<file path="src/shared/motion_wake_pkg.sv">
// Constants, types and register map of the motion wake detector
// How it works
// - Threshold is 8-bit field of first parameter register, one milli-g per LSB.
// - Zero threshold disables motion wake; both pins revert to ordinary functions.
// - Bit 6 of second parameter picks pin: 1 second, 0 first.
// - Six-bit count of accelerometer samples ignored after motion wake starts.
// - Wake event sets flag at bit 2 of first status register.
// - Host read of first status register clears the wake flag.
// - Clearing the wake flag returns selected pin to programmed initial level.
// - Every wake event inverts the selected interrupt line.
// - Stays in motion wake, raising further events, until commanded otherwise.
// - Writing non-zero threshold clears flag; in motion wake it also sets pins per programmed settings.
package motion_wake_pkg;
   localparam int unsigned ADDR_W = 8;
   localparam int unsigned DATA_W = 32;
   localparam int unsigned AXIS_W = 16;

   // Register byte offsets
   localparam logic [7:0] OFS_THRESH  = 8'h00;
   localparam logic [7:0] OFS_PINBLNK = 8'h04;
   localparam logic [7:0] OFS_CMD     = 8'h08;
   localparam logic [7:0] OFS_FIRST_STATUS_REGISTER = 8'h0c;
   localparam logic [7:0] OFS_IRQSTAT = 8'h10;
   localparam logic [7:0] OFS_IRQMASK = 8'h14;
   localparam logic [7:0] OFS_MODE    = 8'h18;

   // Field positions
   localparam int unsigned PIN_SEL_BIT  = 6;
   localparam int unsigned INIT_LVL_BIT = 7;
   localparam int unsigned BLNK_MSB     = 5;
   localparam int unsigned WAKE_BIT     = 2;
   localparam int unsigned IRQ_WAKE_BIT = 0;
   localparam int unsigned MODE_ON_BIT  = 0;
   localparam int unsigned MODE_BLK_LSB = 8;

   // Reset values
   localparam logic [7:0] THRESH_RST  = 8'h00;
   localparam logic [7:0] PINBLNK_RST = 8'h00;
   localparam logic       MASK_RST    = 1'b0;

   // Command codes
   localparam logic [7:0] CMD_WAKE_ENTER = 8'h01;

   // AXI responses
   localparam logic [1:0] RESP_OKAY   = 2'h0;
   localparam logic [1:0] RESP_SLVERR = 2'h2;

   typedef enum logic {
      MW_OFF = 1'b0,
      MW_ON  = 1'b1
   } mw_state_t;

   typedef struct packed {
      logic signed [AXIS_W-1:0] x;
      logic signed [AXIS_W-1:0] y;
      logic signed [AXIS_W-1:0] z;
   } accel_sample_t;

   typedef struct packed {
      logic first_interrupt_pin;
      logic second_interrupt_pin;
   } int_pins_t;
endpackage : motion_wake_pkg

</file>
<file path="src/rtl/motion_wake.sv">
// Motion wake detector with AXI4-Lite register slave
`timescale 1ns/1ns
module motion_wake (
   // Clock and reset
   input  wire logic                           aclk,
   input  wire logic                           aresetn,
   // AXI4-Lite write address
   input  wire logic                           s_axi_awvalid,
   output logic                                s_axi_awready,
   input  wire logic [motion_wake_pkg::ADDR_W-1:0] s_axi_awaddr,
   input  wire logic [2:0]                     s_axi_awprot,
   // AXI4-Lite write data
   input  wire logic                           s_axi_wvalid,
   output logic                                s_axi_wready,
   input  wire logic [motion_wake_pkg::DATA_W-1:0] s_axi_wdata,
   input  wire logic [3:0]                     s_axi_wstrb,
   // AXI4-Lite write response
   output logic                                s_axi_bvalid,
   input  wire logic                           s_axi_bready,
   output logic [1:0]                          s_axi_bresp,
   // AXI4-Lite read address
   input  wire logic                           s_axi_arvalid,
   output logic                                s_axi_arready,
   input  wire logic [motion_wake_pkg::ADDR_W-1:0] s_axi_araddr,
   input  wire logic [2:0]                     s_axi_arprot,
   // AXI4-Lite read data
   output logic                                s_axi_rvalid,
   input  wire logic                           s_axi_rready,
   output logic [motion_wake_pkg::DATA_W-1:0]  s_axi_rdata,
   output logic [1:0]                          s_axi_rresp,
   // Accelerometer samples
   input  wire logic                           accel_valid,
   input  wire motion_wake_pkg::accel_sample_t accel_sample,
   // Interrupt pins and their ordinary functions
   input  wire motion_wake_pkg::int_pins_t     int_normal,
   output motion_wake_pkg::int_pins_t          int_pins,
   // Interrupt to system
   output logic                                irq
);
   import motion_wake_pkg::*;

   // Register state
   logic [7:0]       thresh_r;
   logic [7:0]       pinblnk_r;
   logic             wake_flag_r;
   logic             irq_stat_r;
   logic             irq_mask_r;
   mw_state_t        state_r;
   logic [BLNK_MSB:0] blank_cnt_r;
   logic             pin_lvl_r;
   logic             pin_sel_r;
   int_pins_t        pins_r;
   logic             init_lvl_r;

   // Bus state
   logic             bvalid_r;
   logic [1:0]       bresp_r;
   logic             rvalid_r;
   logic [DATA_W-1:0] rdata_r;
   logic [1:0]       rresp_r;

   // Decoded strobes
   logic             wr_en;
   logic             rd_en;
   logic             wr_lane0;
   logic             wr_thresh;
   logic             wr_pinblnk;
   logic             wr_cmd;
   logic             wr_irqstat;
   logic             wr_irqmask;

   // Read and mode decode
   logic             rd_first_status_register;
   logic             start_mw;
   logic             stop_mw;
   logic             sample_hit;
   logic             wake_evt;
   logic             flag_clr;

   // Command and sample terms
   logic             cmd_enter;
   logic             cmd_leave;
   logic             thr_set_zero;
   logic             thr_set_live;
   logic             blank_done;
   logic [2:0]       axis_hit;
   logic [DATA_W-1:0] rd_word;

   // Magnitude of a signed axis, unsigned at the same width so the most negative value fits
   function automatic logic [AXIS_W-1:0] axis_mag(input logic signed [AXIS_W-1:0] v);
      logic [AXIS_W-1:0] m;
      m = v[AXIS_W-1] ? AXIS_W'(-v) : AXIS_W'(v);
      return m;
   endfunction : axis_mag

   // Strict compare; a sample equal to the threshold is quiet
   function automatic logic over_thr(input logic signed [AXIS_W-1:0] v,
                                     input logic [7:0] thr);
      return axis_mag(v) > {{(AXIS_W-8){1'b0}}, thr};
   endfunction : over_thr

   // Unmapped offsets answer with an error response
   function automatic logic is_reg(input logic [ADDR_W-1:0] a);
      return a == OFS_THRESH || a == OFS_PINBLNK || a == OFS_CMD || a == OFS_FIRST_STATUS_REGISTER
          || a == OFS_IRQSTAT || a == OFS_IRQMASK || a == OFS_MODE;
   endfunction : is_reg

   // Write address and data are taken together, so arrival order does not matter
   assign s_axi_awready = s_axi_awvalid && s_axi_wvalid && !bvalid_r;
   assign s_axi_wready  = s_axi_awready;
   assign wr_en         = s_axi_awready;
   assign s_axi_arready = !rvalid_r;
   assign rd_en         = s_axi_arvalid && s_axi_arready;

   assign s_axi_bvalid = bvalid_r;
   assign s_axi_bresp  = bresp_r;
   assign s_axi_rvalid = rvalid_r;
   assign s_axi_rdata  = rdata_r;
   assign s_axi_rresp  = rresp_r;

   // Writable registers are one byte wide; only lane 0 carries them
   assign wr_lane0   = wr_en && s_axi_wstrb[0];
   always_comb begin
      wr_thresh  = 1'b0;
      wr_pinblnk = 1'b0;
      wr_cmd     = 1'b0;
      wr_irqstat = 1'b0;
      wr_irqmask = 1'b0;
      if (wr_lane0) begin
         unique case (s_axi_awaddr)
            OFS_THRESH: begin
               wr_thresh = 1'b1;
            end
            OFS_PINBLNK: begin
               wr_pinblnk = 1'b1;
            end
            OFS_CMD: begin
               wr_cmd = 1'b1;
            end
            OFS_IRQSTAT: begin
               wr_irqstat = 1'b1;
            end
            OFS_IRQMASK: begin
               wr_irqmask = 1'b1;
            end
            default: begin
               wr_thresh = 1'b0;
            end
         endcase
      end
   end
   assign rd_first_status_register = rd_en && s_axi_araddr == OFS_FIRST_STATUS_REGISTER;

   // Command and threshold writes, split by their effect on the mode
   assign cmd_enter    = wr_cmd && s_axi_wdata[7:0] == CMD_WAKE_ENTER;
   assign cmd_leave    = wr_cmd && s_axi_wdata[7:0] != CMD_WAKE_ENTER;
   assign thr_set_zero = wr_thresh && s_axi_wdata[7:0] == 8'h00;
   assign thr_set_live = wr_thresh && s_axi_wdata[7:0] != 8'h00;

   // Entry only by command, and only with a usable threshold
   assign start_mw = (cmd_enter && thresh_r != 8'h00)
                   || (thr_set_live && state_r == MW_ON);
   // Any other command or a zero threshold leaves the mode
   assign stop_mw  = cmd_leave
                   || thr_set_zero;

   // Each axis is judged alone against the threshold
   assign axis_hit[0] = over_thr(accel_sample.x, thresh_r);
   assign axis_hit[1] = over_thr(accel_sample.y, thresh_r);
   assign axis_hit[2] = over_thr(accel_sample.z, thresh_r);
   assign sample_hit  = |axis_hit;
   assign blank_done  = blank_cnt_r == '0;
   // Samples inside the blanking window are dropped
   assign wake_evt = state_r == MW_ON && !start_mw && !stop_mw && accel_valid
                  && blank_done && sample_hit;

   // A live threshold write clears the flag even while the mode is off
   assign flag_clr = rd_first_status_register || start_mw || thr_set_live;

   // Parameter registers
   always_ff @(posedge aclk) begin
      if (!aresetn) begin
         thresh_r  <= THRESH_RST;
         pinblnk_r <= PINBLNK_RST;
      end else begin
         if (wr_thresh) begin
            thresh_r <= s_axi_wdata[7:0];
         end
         if (wr_pinblnk) begin
            pinblnk_r <= s_axi_wdata[7:0];
         end
      end
   end

   // Mode; the device never leaves on its own after an event
   always_ff @(posedge aclk) begin
      if (!aresetn) begin
         state_r <= MW_OFF;
      end else if (stop_mw) begin
         state_r <= MW_OFF;
      end else if (start_mw) begin
         state_r <= MW_ON;
      end
   end

   // Blanking counter, reloaded at each start
   // Count is frozen while the mode is off
   always_ff @(posedge aclk) begin
      if (!aresetn) begin
         blank_cnt_r <= '0;
      end else if (start_mw) begin
         blank_cnt_r <= pinblnk_r[BLNK_MSB:0];
      end else if (state_r == MW_ON && accel_valid && blank_cnt_r != '0) begin
         blank_cnt_r <= blank_cnt_r - 1'b1;
      end
   end

   // Wake flag: a new event beats a clearing read in the same cycle
   always_ff @(posedge aclk) begin
      if (!aresetn) begin
         wake_flag_r <= 1'b0;
      end else if (wake_evt) begin
         wake_flag_r <= 1'b1;
      end else if (flag_clr) begin
         wake_flag_r <= 1'b0;
      end
   end

   // Pin selection and level, latched at start so a later edit cannot glitch pins
   always_ff @(posedge aclk) begin
      if (!aresetn) begin
         pin_sel_r  <= 1'b0;
         pin_lvl_r  <= 1'b0;
         init_lvl_r <= 1'b0;
      end else if (start_mw) begin
         pin_sel_r  <= pinblnk_r[PIN_SEL_BIT];
         pin_lvl_r  <= pinblnk_r[INIT_LVL_BIT];
         init_lvl_r <= pinblnk_r[INIT_LVL_BIT];
      end else if (wake_evt) begin
         pin_lvl_r <= !pin_lvl_r;
      end else if (flag_clr && wake_flag_r) begin
         pin_lvl_r <= init_lvl_r;
      end
   end

   // Pins: motion wake level on the chosen pin, ordinary function elsewhere
   // Pins lag the level register by one edge
   always_ff @(posedge aclk) begin
      if (!aresetn) begin
         pins_r <= '0;
      end else if (state_r == MW_ON) begin
         pins_r.first_interrupt_pin <= pin_sel_r ? int_normal.first_interrupt_pin : pin_lvl_r;
         pins_r.second_interrupt_pin <= pin_sel_r ? pin_lvl_r : int_normal.second_interrupt_pin;
      end else begin
         pins_r <= int_normal;
      end
   end
   assign int_pins = pins_r;

   // Sticky interrupt status, write one to clear, set wins
   always_ff @(posedge aclk) begin
      if (!aresetn) begin
         irq_stat_r <= 1'b0;
      end else if (wake_evt) begin
         irq_stat_r <= 1'b1;
      end else if (wr_irqstat && s_axi_wdata[IRQ_WAKE_BIT]) begin
         irq_stat_r <= 1'b0;
      end
   end

   // Mask gates only the system interrupt, never the pins
   always_ff @(posedge aclk) begin
      if (!aresetn) begin
         irq_mask_r <= MASK_RST;
      end else if (wr_irqmask) begin
         irq_mask_r <= s_axi_wdata[IRQ_WAKE_BIT];
      end
   end

   assign irq = irq_stat_r && irq_mask_r;

   // Write response one cycle after the taking edge
   // An early bready while idle is harmless
   always_ff @(posedge aclk) begin
      if (!aresetn) begin
         bvalid_r <= 1'b0;
         bresp_r  <= RESP_OKAY;
      end else if (wr_en) begin
         bvalid_r <= 1'b1;
         bresp_r  <= is_reg(s_axi_awaddr) ? RESP_OKAY : RESP_SLVERR;
      end else if (s_axi_bready) begin
         bvalid_r <= 1'b0;
      end
   end

   // Read data mux; status shows the flag as it stands before the clear
   always_comb begin
      rd_word = '0;
      unique case (s_axi_araddr)
         OFS_THRESH: begin
            rd_word[7:0] = thresh_r;
         end
         OFS_PINBLNK: begin
            rd_word[7:0] = pinblnk_r;
         end
         OFS_FIRST_STATUS_REGISTER: begin
            rd_word[WAKE_BIT] = wake_flag_r;
         end
         OFS_IRQSTAT: begin
            rd_word[IRQ_WAKE_BIT] = irq_stat_r;
         end
         OFS_IRQMASK: begin
            rd_word[IRQ_WAKE_BIT] = irq_mask_r;
         end
         OFS_MODE: begin
            rd_word[MODE_ON_BIT] = state_r == MW_ON;
            rd_word[MODE_BLK_LSB +: BLNK_MSB+1] = blank_cnt_r;
         end
         default: begin
            rd_word = '0;
         end
      endcase
   end

   // Read data one cycle after the taking edge
   // An early rready while idle is harmless
   always_ff @(posedge aclk) begin
      if (!aresetn) begin
         rvalid_r <= 1'b0;
         rdata_r  <= '0;
         rresp_r  <= RESP_OKAY;
      end else if (rd_en) begin
         rvalid_r <= 1'b1;
         rresp_r  <= is_reg(s_axi_araddr) ? RESP_OKAY : RESP_SLVERR;
         rdata_r  <= rd_word;
      end else if (s_axi_rready) begin
         rvalid_r <= 1'b0;
      end
   end
endmodule : motion_wake

</file>
<file path="config.mk">
export PLATFORM = sky130hd
export DESIGN_NAME = motion_wake
export DESIGN_NICKNAME = d
export VERILOG_FILES = /design/src/shared/motion_wake_pkg.sv /design/src/rtl/motion_wake.sv
export SDC_FILE = /design/constraint.sdc
export NUM_CORES = 1
export LEC_CHECK = 0
export ABC_AREA = 1
export BUFFER_PORTS_ARGS = -buffer_cell sky130_fd_sc_hd__clkbuf_2
export CAP_MARGIN = 10
export CORE_MARGIN = 5
export CORE_UTILIZATION = 51
export CTS_CLUSTER_SIZE = 16
export DETAILED_ROUTE_END_ITERATION = 10
export HOLD_SLACK_MARGIN = 0.02
export PLACE_DENSITY = 0.82
export RECOVER_POWER = 100
export SLEW_MARGIN = 30
export SYNTH_ARGS = -nofsm -noshare
export SYNTH_HDL_FRONTEND = slang
export SYNTH_SLANG_ARGS = --single-unit
</file>
<file path="constraint.sdc">
create_clock -name aclk -period 3.1 [get_ports aclk]
set_input_delay 0.465 -clock aclk [delete_from_list [all_inputs] [get_ports aclk]]
set_output_delay 0.465 -clock aclk [all_outputs]
set_load 0.01 [all_outputs]
</file>
==> qor.log, run 1 <==
INFO  synthesis      synth-compound-area-share=15.91%
INFO  synthesis      postSynthAreaPerCell=6.075um^2
INFO  power_and_ir_drop intPower=0.9575mW
INFO  sta            timing.final.crit_share=85.19%
INFO  route          routed_wirelength=10.66mm
INFO  cells_and_area final_cell_mix=171 x sky130_fd_sc_hd__nand2_1, 119 x sky130_fd_sc_hd__inv_1, 83 x sky130_fd_sc_hd__clkbuf_2, 81 x sky130_fd_sc_hd__nor2_1, 55 x sky130_fd_sc_hd__nand3_1
INFO  power_and_ir_drop share_comb_of_total_power=27.3%
INFO  cells_and_area layout.nets=970
INFO  route          vias_per_cell=4.939
INFO  clocking       h-tree-depth=2
INFO  critical_path  worst_r2r_path_depth=12
INFO  clocking       clkSlewWorstSetupHoldPaths=0.11ns
INFO  die            floorplan.die_area=10610um^2
INFO  placed_design  placed_area=4956um^2
INFO  clocking       clock_sinks=49
INFO  synthesis      area_of_the_mapped_netlist=4410um^2
INFO  synthesis      synth_seq_area_share=22.24%
INFO  critical_path  setup.worst_path.start=accel_sample[16]
INFO  sta            timing.final.hold_violations=0
INFO  critical_path  critical_path.slowest_cell=sky130_fd_sc_hd__ha_1
INFO  synthesis      post_synth_and_or_nand_nor_area_fraction=33.50%
INFO  sta            setup_total_negative_slack=0ns
INFO  clocking       postCtsSetupRepairBufs=0
INFO  cells_and_area layout.filler_cells=909
INFO  sta            unrepaired_setup_endpoints_after_global_routing=no
INFO  sta            layout_min_cycle_time=2.641ns
INFO  synthesis      synth_xor_xnor_area_share=4.965%
INFO  die            placeableCoreArea=8593um^2
INFO  synthesis      yosys.cell_types.count=42
INFO  critical_path  cpPeakStageDelay=0.28ns
INFO  critical_path  worstPathMaxFanout=8
INFO  synthesis      synthMuxAreaShare=0%
INFO  clocking       cts-hold-fix-buffers=0
INFO  critical_path  crit_chain=clkbuf_2, inv_1, ha_1, nand3_1, nand2_2, xnor2_1, ha_1, nand2_1, nor2_1, nand4_1, a21boi_0, nor2_1, nand3_1, nor2_1, nand3_1, nand2_1, nand2_1, nand2_1, nor2_1, nor2_1
INFO  route          first_iter_violations=150
INFO  sta            final.setup_skew=0.01664ns
INFO  critical_path  arrival=2.90ns
INFO  sta            max_freq=378.7MHz
INFO  grt            grt_antenna_before_repair=0
INFO  synthesis      synth_top_family_by_area=simple AND/OR/NAND/NOR gates
INFO  die            start_util=51.32%
INFO  clocking       cts-root-to-sink-buffers=2
INFO  placed_design  hpwlAfterDp=8.804mm
INFO  min_path       worstHoldStart=s_axi_bready
INFO  sta            tightest_slew=1.483ns
INFO  critical_path  worstPathRequired=3.36ns
INFO  critical_path  crit-reg2reg-launch=s_axi_bvalid
INFO  route          firstDrtPassIters=4
INFO  die            std_cell_rows=34
INFO  clocking       clkLatencyLatePin=0.32ns
INFO  critical_path  sum_of_buffers_and_inverters_on_the_critical_path=2
INFO  cells_and_area drive_above_1_share=12.45%
INFO  sta            finalMaxSlewViolations=0
INFO  route          num_vias=4618
INFO  placed_design  finalWeightedCongestion=0.9296
INFO  grt            global_route.usage.total=20.05%
INFO  power_and_ir_drop clk_pwr_share=26.8%
INFO  cells_and_area final_area=4984um^2
INFO  die            pin_count=160
INFO  sta            setup-violations-final=0
INFO  critical_path  cp_top_family=simple AND/OR/NAND/NOR gates
INFO  route          mean_routed_wirelength_per_cell=11.40um
INFO  power_and_ir_drop total_power_divided_by_cell_area=286.5nW/um^2
INFO  sta            fin_hold_ws=0.3893ns
INFO  synthesis      yosysWarnings=0
INFO  placed_design  io_buffer_count=106
INFO  clocking       cts_inserted_buffers=5
INFO  critical_path  timing.reg2reg.setup_slack=0.54ns
INFO  cells_and_area num_antenna_cells=0
INFO  cells_and_area synthesis_to_finish_area_growth=12.99%
INFO  clocking       tritoncts_clock_tree=done
INFO  clocking       cts.repair.resized=0
INFO  synthesis      synth_seq_cells=49
INFO  job            cap_violations=0
INFO  power_and_ir_drop leakage=2.573nW
INFO  critical_path  r2r-end=blank_cnt_r[3]
INFO  route          final_antenna_net_count=0
INFO  power_and_ir_drop power.net_switching=0.4701mW
INFO  route          remaining_drc_errors=0
INFO  grt            via_count_of_the_first_global_routing_pass=4255
INFO  critical_path  critPathLaunchType=input pin
INFO  power_and_ir_drop ir_worst_vdd=0.1567mV
INFO  grt            grt_first_pass_wirelength=17.62mm
INFO  run_status     run_status=finished clean
INFO  grt            grt_remaining_overflow=0
INFO  synthesis      synth_cells=726
INFO  clocking       root_buffer_cell=sky130_fd_sc_hd__clkbuf_8
INFO  critical_path  setup.worst_path.class=in2reg
INFO  synthesis      post_synth_fa_ha_maj_area_fraction=7.943%
INFO  min_path       min_path_type=in2reg
INFO  sta            relSlewSlack=1.150%
INFO  cells_and_area most_common_library_cell_in_the_layout_ignoring_fill_and_taps=sky130_fd_sc_hd__nand2_1
INFO  power_and_ir_drop power.share.sequential=45.9%
INFO  min_path       worst_hold_path.num_cells=4
INFO  min_path       worst_hold_path.endpoint=s_axi_bvalid
INFO  die            die_h=103.0um
INFO  critical_path  cp_endpoint_kind=flip-flop
INFO  grt            pin_count_of_the_biggest_net_entering_global_routing=41
INFO  critical_path  worst_path_most_repeated_cell=sky130_fd_sc_hd__nor2_1
INFO  power_and_ir_drop sw_frac_of_total=32.93%
INFO  die            die_width=103.0um
[worst register-to-register path: stages (launching register included)]
cell and delay [ns]:
sky130_fd_sc_hd__dfxtp_1 0.34, sky130_fd_sc_hd__nor2_1 0.33, sky130_fd_sc_hd__nand2_4 0.11, sky130_fd_sc_hd__nor2_1 0.26, sky130_fd_sc_hd__nand2_1 0.13, sky130_fd_sc_hd__clkinvlp_2 0.24, sky130_fd_sc_hd__nand2_1 0.19, sky130_fd_sc_hd__o21ai_4 0.30
sky130_fd_sc_hd__inv_1 0.20, sky130_fd_sc_hd__nand3_1 0.10, sky130_fd_sc_hd__o21ai_1 0.06, sky130_fd_sc_hd__a21oi_1 0.13, sky130_fd_sc_hd__nor2_1 0.05
[per-stage QoR]
| stage | power (mW) | setup WS (ns) | utilization (%) | instances |
|---|---|---|---|---|
| 2_1_floorplan | 0.9496 | 0.5593 | - | 745 |
| 3_3_place_gp | 1.059 | 0.2418 | 57.67 | 927 |
| 3_5_place_dp | 1.067 | 0.1594 | 57.67 | 927 |
| 4_1_cts | 1.444 | 0.4787 | 58.74 | 935 |
| 5_1_grt | 1.527 | 0.2039 | 57.99 | 935 |
| 6_report | 1.428 | 0.4591 | 57.99 | 935 |
[power groups by stage]
stage | clock network, mW | logic [mW] | registers, mW
after floorplan | 0 | 0.272 | 0.678
after global placement | 0 | 0.389 | 0.670
after detailed placement | 0 | 0.396 | 0.671
after CTS | 0.390 | 0.398 | 0.656
after global routing | 0.415 | 0.455 | 0.657
final | 0.383 | 0.389 | 0.655
[how the worst max path moves through the flow]
stage / slack [ns] / endpoint / depth (start not counted)
4_1_cts: 0.48 / pin_lvl_r / 20
3_3_place_gp: 0.24 / pin_lvl_r / 19
3_5_place_dp: 0.16 / pin_lvl_r / 20
5_1_grt: 0.20 / pin_lvl_r / 20
6_report: 0.46 / pin_lvl_r / 20
2_1_floorplan: 0.56 / pin_lvl_r / 18
[final cells by class]
type                       count  area [um^2]  share of cell area (%)
clock buffer                   5        68.82                   1.381
clock inverter                 3        22.52                  0.4519
inverter                     122        459.2                   9.214
multi-input combinational    539         2796                   56.11
sequential                    49        980.9                   19.68
tap                          108        135.1                   2.712
timing repair buffer         109        520.5                   10.44
[synth_stat cells, drive strengths merged]
cell type	instances	area share, %
nor4	2	0.28
inv	120	10
nand4	11	1.7
nor3b	1	0.17
dfxtp	49	22
buf	24	3.9
a211oi	2	0.34
o311ai	1	0.20
nand2	175	16
xnor2	7	1.4
nand3b	2	0.34
clkinv	2	0.28
xor2	18	3.6
a21oi	48	5.4
o221ai	6	1.2
a21boi	1	0.17
o2111a	1	0.26
a21o	2	0.34
o41ai	1	0.20
clkbuf	11	0.94
nand3	55	6.2
o21ai	54	6.4
o22ai	2	0.28
o21bai	1	0.17
ha	28	7.9
a311oi	3	0.60
conb	1	0.085
nor3	13	1.7
and2	1	0.14
o21a	2	0.34
nor2	82	7.4
[state kept, by name (all words and copies together), names as in the netlist, 2 cells and up]
signal / flops
blank_cnt_r: 6
int_pins: 2
pinblnk_r: 8
s_axi_rdata: 14
thresh_r: 8
[cell families (layout without fill, tap and decap cells)]
family          after synthesis  in the layout
simple gates                342            342
buf+inv                     157            239
compound gates              124            124
fa+ha+maj                    28             28
xor+xnor                     25             25
flops                        49             49
other cells                   1             20
[routing by layer]
| layer | global-route usage [%] | routed length [um] | up-vias |
|---|---|---|---|
| met4 | 6.175 | 208 | 0 |
| met5 | 0 | 0 | - |
| li1 | - | - | 2489 |
| met1 | 24.20 | 4550 | 1996 |
| met2 | 37.15 | 5261 | 116 |
| met3 | 1.962 | 638 | 17 |
(Power assumes the default switching activity.)
==> run 2: changes to the inputs <==
CORE_UTILIZATION = 55   (was 51)
PLACE_DENSITY = 0.87   (was 0.82)
SLEW_MARGIN = 40   (was 30)
clock period = 3.36 ns   (was 3.1 ns; I/O delays follow)
==> qor.log, run 2 (synthesized netlist as in run 1, its figures left out) <==
INFO  clocking       cts-hold-fix-buffers=0 [unchanged]
INFO  sta            setup_total_negative_slack=0ns [unchanged]
INFO  route          vias_per_cell=5.170 [was 4.939]
INFO  placed_design  finalWeightedCongestion=0.8984 [was 0.9296]
INFO  grt            pin_count_of_the_biggest_net_entering_global_routing=41 [unchanged]
INFO  placed_design  io_buffer_count=106 [unchanged]
INFO  job            cap_violations=1 [was 0]
INFO  grt            grt_first_pass_wirelength=18.33mm [was 17.62 mm]
INFO  sta            tightest_slew=1.564ns [was 1.483 ns]
INFO  sta            relSlewSlack=-4.277% [was 1.150%]
INFO  sta            setup-violations-final=0 [unchanged]
INFO  die            floorplan.die_area=9910um^2 [was 10610 um^2]
INFO  grt            grt_remaining_overflow=0 [unchanged]
INFO  power_and_ir_drop ir_worst_vdd=0.1233mV [was 0.1567 mV]
INFO  route          first_iter_violations=243 [was 150]
INFO  clocking       cts-root-to-sink-buffers=2 [unchanged]
INFO  grt            grt_antenna_before_repair=0 [unchanged]
INFO  sta            layout_min_cycle_time=2.928ns
INFO  placed_design  placedCellCount=918 [was 927]
INFO  grt            via_count_of_the_first_global_routing_pass=4406 [was 4255]
INFO  run_status     run_status=finished, violations left [was finished clean]
INFO  power_and_ir_drop total_power=1.322mW [was 1.428 mW]
INFO  cells_and_area largest_register_ffs=14 [unchanged]
INFO  placed_design  dpl_worst_slack=0.3862ns [was 0.1594 ns]
INFO  sta            max_freq=341.6MHz
INFO  sta            unrepaired_setup_endpoints_after_global_routing=no [unchanged]
INFO  critical_path  worstPathRequired=3.55ns [was 3.36 ns]
INFO  critical_path  worstPathMaxFanout=10 [was 8]
INFO  sta            timing.final.hold_violations=0 [unchanged]
INFO  critical_path  cpPeakStageDelay=0.83ns [was 0.28 ns]
INFO  cells_and_area drive_above_1_share=12.03% [was 12.45%]
INFO  cells_and_area layout.nets=967 [was 970]
INFO  cells_and_area final_cell_mix=170 x sky130_fd_sc_hd__nand2_1, 119 x sky130_fd_sc_hd__inv_1, 82 x sky130_fd_sc_hd__clkbuf_2, 80 x sky130_fd_sc_hd__nor2_1, 55 x sky130_fd_sc_hd__nand3_1 [was 171 x sky130_fd_sc_hd__nand2_1, 119 x sky130_fd_sc_hd__inv_1, 83 x sky130_fd_sc_hd__clkbuf_2, 81 x sky130_fd_sc_hd__nor2_1, 55 x sky130_fd_sc_hd__nand3_1]
INFO  die            start_util=56.78% [was 51.32%]
INFO  critical_path  crit_chain=nor2_1, nand2_4, nor2_4, nand2_2, clkinv_4, nand2_4, o21ai_0, inv_1, nand3_1, o21ai_0, a21oi_1, nor2_1 [was clkbuf_2, inv_1, ha_1, nand3_1, nand2_2, xnor2_1, ha_1, nand2_1, nor2_1, nand4_1, a21boi_0, nor2_1, nand3_1, nor2_1, nand3_1, nand2_1, nand2_1, nand2_1, nor2_1, nor2_1]
INFO  clocking       postCtsSetupRepairBufs=0 [unchanged]
INFO  route          routed_wirelength=11.31mm [was 10.66 mm]
INFO  placed_design  hpwlAfterDp=9.290mm [was 8.804 mm]
INFO  cells_and_area synthesis_to_finish_area_growth=12.43% [was 12.99%]
INFO  sta            final.setup_skew=0.003145ns [was 0.01664 ns]
INFO  clocking       tritoncts_clock_tree=done [unchanged]
INFO  sta            setup_ws=0.4322ns [was 0.4591 ns]
INFO  route          final_antenna_net_count=0 [unchanged]
INFO  cells_and_area num_antenna_cells=0 [unchanged]
INFO  cells_and_area non_filler_cells_final=925 [was 935]
INFO  cells_and_area layout.filler_cells=770 [was 909]
INFO  clocking       cts.repair.resized=0 [unchanged]
INFO  die            die_h=99.55um [was 103.0 um]
INFO  die            pin_count=160 [unchanged]
INFO  sta            timing.final.crit_share=87.14%
INFO  die            die_width=99.55um [was 103.0 um]
INFO  critical_path  critical_path.slowest_cell=sky130_fd_sc_hd__o21ai_0 [was sky130_fd_sc_hd__ha_1]
INFO  clocking       root_buffer_cell=sky130_fd_sc_hd__clkbuf_8 [unchanged]
INFO  route          remaining_drc_errors=0 [unchanged]
INFO  die            std_cell_rows=32 [was 34]
INFO  grt            global_route.usage.total=22.06% [was 20.05%]
INFO  die            placeableCoreArea=7767um^2 [was 8593 um^2]
INFO  critical_path  cp_endpoint_kind=flip-flop [unchanged]
INFO  power_and_ir_drop total_power_divided_by_cell_area=266.6nW/um^2 [was 286.5 nW/um^2]
INFO  clocking       clock_sinks=49 [unchanged]
INFO  clocking       h-tree-depth=2 [unchanged]
INFO  cells_and_area most_common_library_cell_in_the_layout_ignoring_fill_and_taps=sky130_fd_sc_hd__nand2_1 [unchanged]
INFO  route          mean_routed_wirelength_per_cell=12.23um [was 11.40 um]
INFO  route          firstDrtPassIters=5 [was 4]
INFO  min_path       min_path_type=in2reg [unchanged]
INFO  run_status     violations_in_the_final_reports=max-capacitance violations, max-slew violations
INFO  route          num_vias=4782 [was 4618]
INFO  clocking       clkSlewWorstSetupHoldPaths=0.08ns [was 0.11 ns]
INFO  clocking       cts_inserted_buffers=5 [unchanged]
INFO  critical_path  setup.worst_path.class=reg2reg [was in2reg]
INFO  clocking       clkLatencyLatePin=0.30ns [was 0.32 ns]
INFO  power_and_ir_drop leakage=2.574nW [was 2.573 nW]
INFO  sta            finalMaxSlewViolations=41 [was 0]
INFO  critical_path  critPathLaunchType=flip-flop [was input pin]
INFO  critical_path  arrival=3.11ns [was 2.90 ns]
run 2: metal layers:
metal | GRT usage, % | part of all wire (%) | wire [um] | vias to the layer above
li1 | - | - | - | 2487
met2 | 41.68 | 52 | 5880 | 149
met1 | 25.22 | 40 | 4564 | 2122
met5 | 0 | 0 | 0 | -
met4 | 7.353 | 2.2 | 251 | 0
met3 | 3.086 | 5.5 | 617 | 24
run 2: path summary, 6_finish.rpt:
kind / end / cells after the start / start / slack [ns]
max: blank_cnt_r[3] / 12 / s_axi_bvalid / 0.43
max reg2reg: blank_cnt_r[3] / 12 / s_axi_bvalid / 0.43
min reg2reg: pinblnk_r[0] / 2 / pinblnk_r[0] / 0.48
min: s_axi_bvalid / 4 / s_axi_bready / 0.45
run 2: layout make-up:
type	instances	area [um^2]	share of cell area, %
multi-input combinational	539	2800	56.47
sequential	49	980.9	19.78
timing repair buffer	106	500.5	10.09
inverter	122	462.9	9.336
tap	102	127.6	2.574
clock buffer	7	86.33	1.741
run 2: power breakdown:
part / total [mW] / internal (mW) / switching (mW)
clock network: 0.351 / 0.164 / 0.188
logic: 0.366 / 0.140 / 0.225
registers: 0.605 / 0.596 / 0.00850
total: 1.32 / 0.900 / 0.421
run 2: metrics by stage:
stage	hold slack, ns	util, %	cell area [um^2]
6_report	0.4466	63.84	4959
5_1_grt	0.4783	63.84	4959
4_1_cts	0.4442	64.53	5012
3_5_place_dp	0.4675	63.42	4926
3_3_place_gp	0.4651	63.42	4926
2_1_floorplan	0.4342	-	4482
run 2: critical path: cells and delay by family (launching register included):
| kind | cells | cell delay (ns) |
|---|---|---|
| buf+inv | 2 | 0.45 |
| compound gates | 3 | 1.06 |
| simple gates | 7 | 0.97 |
| flops | 1 | 0.33 |
==> run 3: changes to the inputs <==
GPL_TIMING_DRIVEN = 0   (was not set)
==> qor.log, run 3 (synthesized netlist as in run 1, its figures left out) <==
INFO  job            cap_violations=0 [was 1]
INFO  clocking       clock_sinks=49 [unchanged]
INFO  min_path       worstHoldStart=s_axi_bready [unchanged]
INFO  cells_and_area layout.filler_cells=768 [was 770]
INFO  min_path       worst_hold_path.num_cells=4 [unchanged]
INFO  die            floorplan.die_area=9910um^2 [unchanged]
INFO  critical_path  setup.worst_path.class=in2reg [was reg2reg]
INFO  route          num_vias=4929 [was 4782]
INFO  die            die_width=99.55um [unchanged]
INFO  clocking       tritoncts_clock_tree=done [unchanged]
INFO  sta            finalMaxSlewViolations=0 [was 41]
INFO  route          vias_per_cell=5.145 [was 5.170]
INFO  power_and_ir_drop total_power=1.348mW [was 1.322 mW]
INFO  die            pin_count=160 [unchanged]
INFO  sta            tightest_slew=0.6662ns [was 1.564 ns]
INFO  grt            grt_antenna_before_repair=0 [unchanged]
INFO  sta            relSlewSlack=55.24% [was -4.277%]
INFO  route          routed-wl-met2=6.033mm [was 5.880 mm]
INFO  cells_and_area finalCoreUtilization=66.30% [was 63.84%]
INFO  cells_and_area non_filler_cells_final=958 [was 925]
INFO  sta            max_freq=355.9MHz [was 341.6 MHz]
INFO  route          wl_met3=674um [was 617 um]
INFO  die            start_util=56.78% [unchanged]
INFO  cells_and_area synthesis_to_finish_area_growth=16.77% [was 12.43%]
INFO  placed_design  placed_area=5130um^2 [was 4926 um^2]
INFO  critical_path  timing.reg2reg.setup_slack=0.82ns [was 0.43 ns]
INFO  cells_and_area most_common_library_cell_in_the_layout_ignoring_fill_and_taps=sky130_fd_sc_hd__nand2_1 [unchanged]
INFO  sta            setup-violations-final=0 [unchanged]
INFO  critical_path  crit-reg2reg-launch=s_axi_bvalid [unchanged]
INFO  clocking       postCtsSetupRepairBufs=0 [unchanged]
INFO  grt            pin_count_of_the_biggest_net_entering_global_routing=14 [was 41]
INFO  clocking       cts-root-to-sink-buffers=2 [unchanged]
INFO  clocking       root_buffer_cell=sky130_fd_sc_hd__clkbuf_8 [unchanged]
INFO  min_path       min_path_type=in2reg [unchanged]
INFO  cells_and_area layout.nets=1000 [was 967]
INFO  sta            unrepaired_setup_endpoints_after_global_routing=no [unchanged]
INFO  route          mean_routed_wirelength_per_cell=12.24um [was 12.23 um]
INFO  critical_path  worstPathMaxFanout=10 [unchanged]
INFO  placed_design  hpwlAfterDp=9.821mm [was 9.290 mm]
INFO  power_and_ir_drop total_power_divided_by_cell_area=261.7nW/um^2 [was 266.6 nW/um^2]
INFO  critical_path  crit_chain=buf_2, clkbuf_1, o21ai_0, xor2_1, ha_1, a21oi_1, nor2_1, nor2_1, nand2_1, nand2_1, nand2_1, nor2_1, nand2_1, nor2_1, nand3_1, nand2_1, nand3_1, nand2_1, nor2_1 [was nor2_1, nand2_4, nor2_4, nand2_2, clkinv_4, nand2_4, o21ai_0, inv_1, nand3_1, o21ai_0, a21oi_1, nor2_1]
INFO  route          routed_wirelength=11.73mm [was 11.31 mm]
INFO  clocking       cts-hold-fix-buffers=0 [unchanged]
INFO  power_and_ir_drop leakage=2.692nW [was 2.574 nW]
INFO  critical_path  worst_path_most_repeated_cell=sky130_fd_sc_hd__nand2_1
INFO  clocking       clkLatencyLatePin=0.31ns [was 0.30 ns]
INFO  run_status     run_status=finished clean [was finished, violations left]
INFO  cells_and_area largest_register_ffs=14 [unchanged]
INFO  power_and_ir_drop ir_worst_vdd=0.1491mV [was 0.1233 mV]
INFO  clocking       clkSlewWorstSetupHoldPaths=0.08ns [about the same]
INFO  grt            via_count_of_the_first_global_routing_pass=4550 [was 4406]
INFO  critical_path  cpPeakStageDelay=0.33ns [was 0.83 ns]
INFO  cells_and_area final_cell_mix=171 x sky130_fd_sc_hd__nand2_1, 119 x sky130_fd_sc_hd__inv_1, 81 x sky130_fd_sc_hd__nor2_1, 81 x sky130_fd_sc_hd__clkbuf_2, 55 x sky130_fd_sc_hd__nand3_1 [was 170 x sky130_fd_sc_hd__nand2_1, 119 x sky130_fd_sc_hd__inv_1, 82 x sky130_fd_sc_hd__clkbuf_2, 80 x sky130_fd_sc_hd__nor2_1, 55 x sky130_fd_sc_hd__nand3_1]
INFO  route          wl_met1=4.779mm [was 4.564 mm]
INFO  critical_path  cp_endpoint_kind=flip-flop [unchanged]
INFO  grt            grt_remaining_overflow=0 [unchanged]
INFO  critical_path  cp_top_family=simple AND/OR/NAND/NOR gates [was compound AO/OA/AOI/OAI gates]
INFO  critical_path  arrival=3.02ns [was 3.11 ns]
INFO  sta            setup_total_negative_slack=0ns [unchanged]
INFO  min_path       worst_hold_path.endpoint=s_axi_bvalid [unchanged]
INFO  critical_path  sum_of_buffers_and_inverters_on_the_critical_path=2 [unchanged]
INFO  grt            grt_first_pass_wirelength=18.98mm [was 18.33 mm]
INFO  sta            final.setup_skew=0.005677ns [was 0.003145 ns]
INFO  sta            timing.final.crit_share=83.63% [was 87.14%]
INFO  critical_path  critPathLaunchType=input pin [was flip-flop]
INFO  cells_and_area drive_above_1_share=14.02% [was 12.03%]
INFO  sta            layout_min_cycle_time=2.810ns [was 2.928 ns]
INFO  placed_design  finalWeightedCongestion=0.9056 [was 0.8984]
INFO  grt            global_route.usage.total=22.72% [was 22.06%]
INFO  die            die_h=99.55um [unchanged]
INFO  clocking       h-tree-depth=2 [unchanged]
INFO  critical_path  worstPathRequired=3.57ns [was 3.55 ns]
INFO  route          first_iter_violations=165 [was 243]
INFO  placed_design  dpl_worst_slack=0.3545ns [was 0.3862 ns]
INFO  clocking       cts.repair.resized=0 [unchanged]
INFO  route          route.top_layer_used=met4 [unchanged]
INFO  route          firstDrtPassIters=4 [was 5]
INFO  sta            timing.final.hold_violations=0 [unchanged]
INFO  die            placeableCoreArea=7767um^2 [unchanged]
INFO  critical_path  r2r-end=blank_cnt_r[3] [unchanged]
INFO  sta            fin_hold_ws=0.4403ns [was 0.4466 ns]
INFO  route          final_antenna_net_count=0 [unchanged]
INFO  placed_design  io_buffer_count=104 [was 106]
INFO  clocking       cts_inserted_buffers=5 [unchanged]
INFO  sta            setup_ws=0.5499ns [was 0.4322 ns]
INFO  critical_path  critical_path.slowest_cell=sky130_fd_sc_hd__clkbuf_1 [was sky130_fd_sc_hd__o21ai_0]
INFO  cells_and_area num_antenna_cells=0 [unchanged]
INFO  cells_and_area final_area=5150um^2 [was 4959 um^2]
INFO  critical_path  worst_r2r_path_depth=12 [unchanged]
INFO  placed_design  placedCellCount=951 [was 918]
INFO  route          remaining_drc_errors=0 [unchanged]
INFO  die            std_cell_rows=32 [unchanged]
run 3: cell count changes in the layout (fill, tap and decap cells not counted), sizes merged:
| cell | before | now |
|---|---|---|
| buf | 0 | 23 |
| clkbuf | 113 | 123 |
| clkinv | 2 | 1 |
| clkinvlp | 0 | 1 |
run 3: how the worst max path moves through the flow:
stage	from	to	slack, ns	cells past startpoint
4_1_cts	accel_sample[47]	pin_lvl_r	0.68	19
3_5_place_dp	accel_sample[47]	pin_lvl_r	0.35	19
5_1_grt	accel_sample[47]	pin_lvl_r	0.33	20
3_3_place_gp	accel_sample[47]	pin_lvl_r	0.45	18
6_report	accel_sample[47]	pin_lvl_r	0.55	19
2_1_floorplan	accel_sample[47]	pin_lvl_r	0.78	18
run 3: power breakdown:
group          switching, mW  total [mW]  internal, mW
logic                  0.232       0.391         0.159
registers            0.00865       0.605         0.596
clock network          0.188       0.352         0.164
total                  0.429        1.35         0.919
run 3: area by class of cell:
| class | instances | area [um^2] | area share, % |
|---|---|---|---|
| Multi-Input combinational cell | 539 | 2790 | 54.18 |
| Sequential cell | 49 | 980.9 | 19.05 |
| Timing Repair Buffer | 104 | 491.7 | 9.548 |
| Tap cell | 102 | 127.6 | 2.478 |
| Clock buffer | 7 | 86.33 | 1.676 |
| Inverter | 122 | 459.2 | 8.916 |
| Buffer | 35 | 214.0 | 4.155 |
run 3: worst min-delay path: cells and delay by family:
kind                   cells  cell delay [ns]
buffers and inverters      2             0.11
and+or+nand+nor            1             0.04
AOI/OAI and AO/OA          1             0.05
run 3: routing by layer:
layer	GRT usage (%)	vias up
li1	-	2551
met1	26.21	2209
met2	43.03	145
met3	2.665	24
met4	7.563	0
met5	0	-
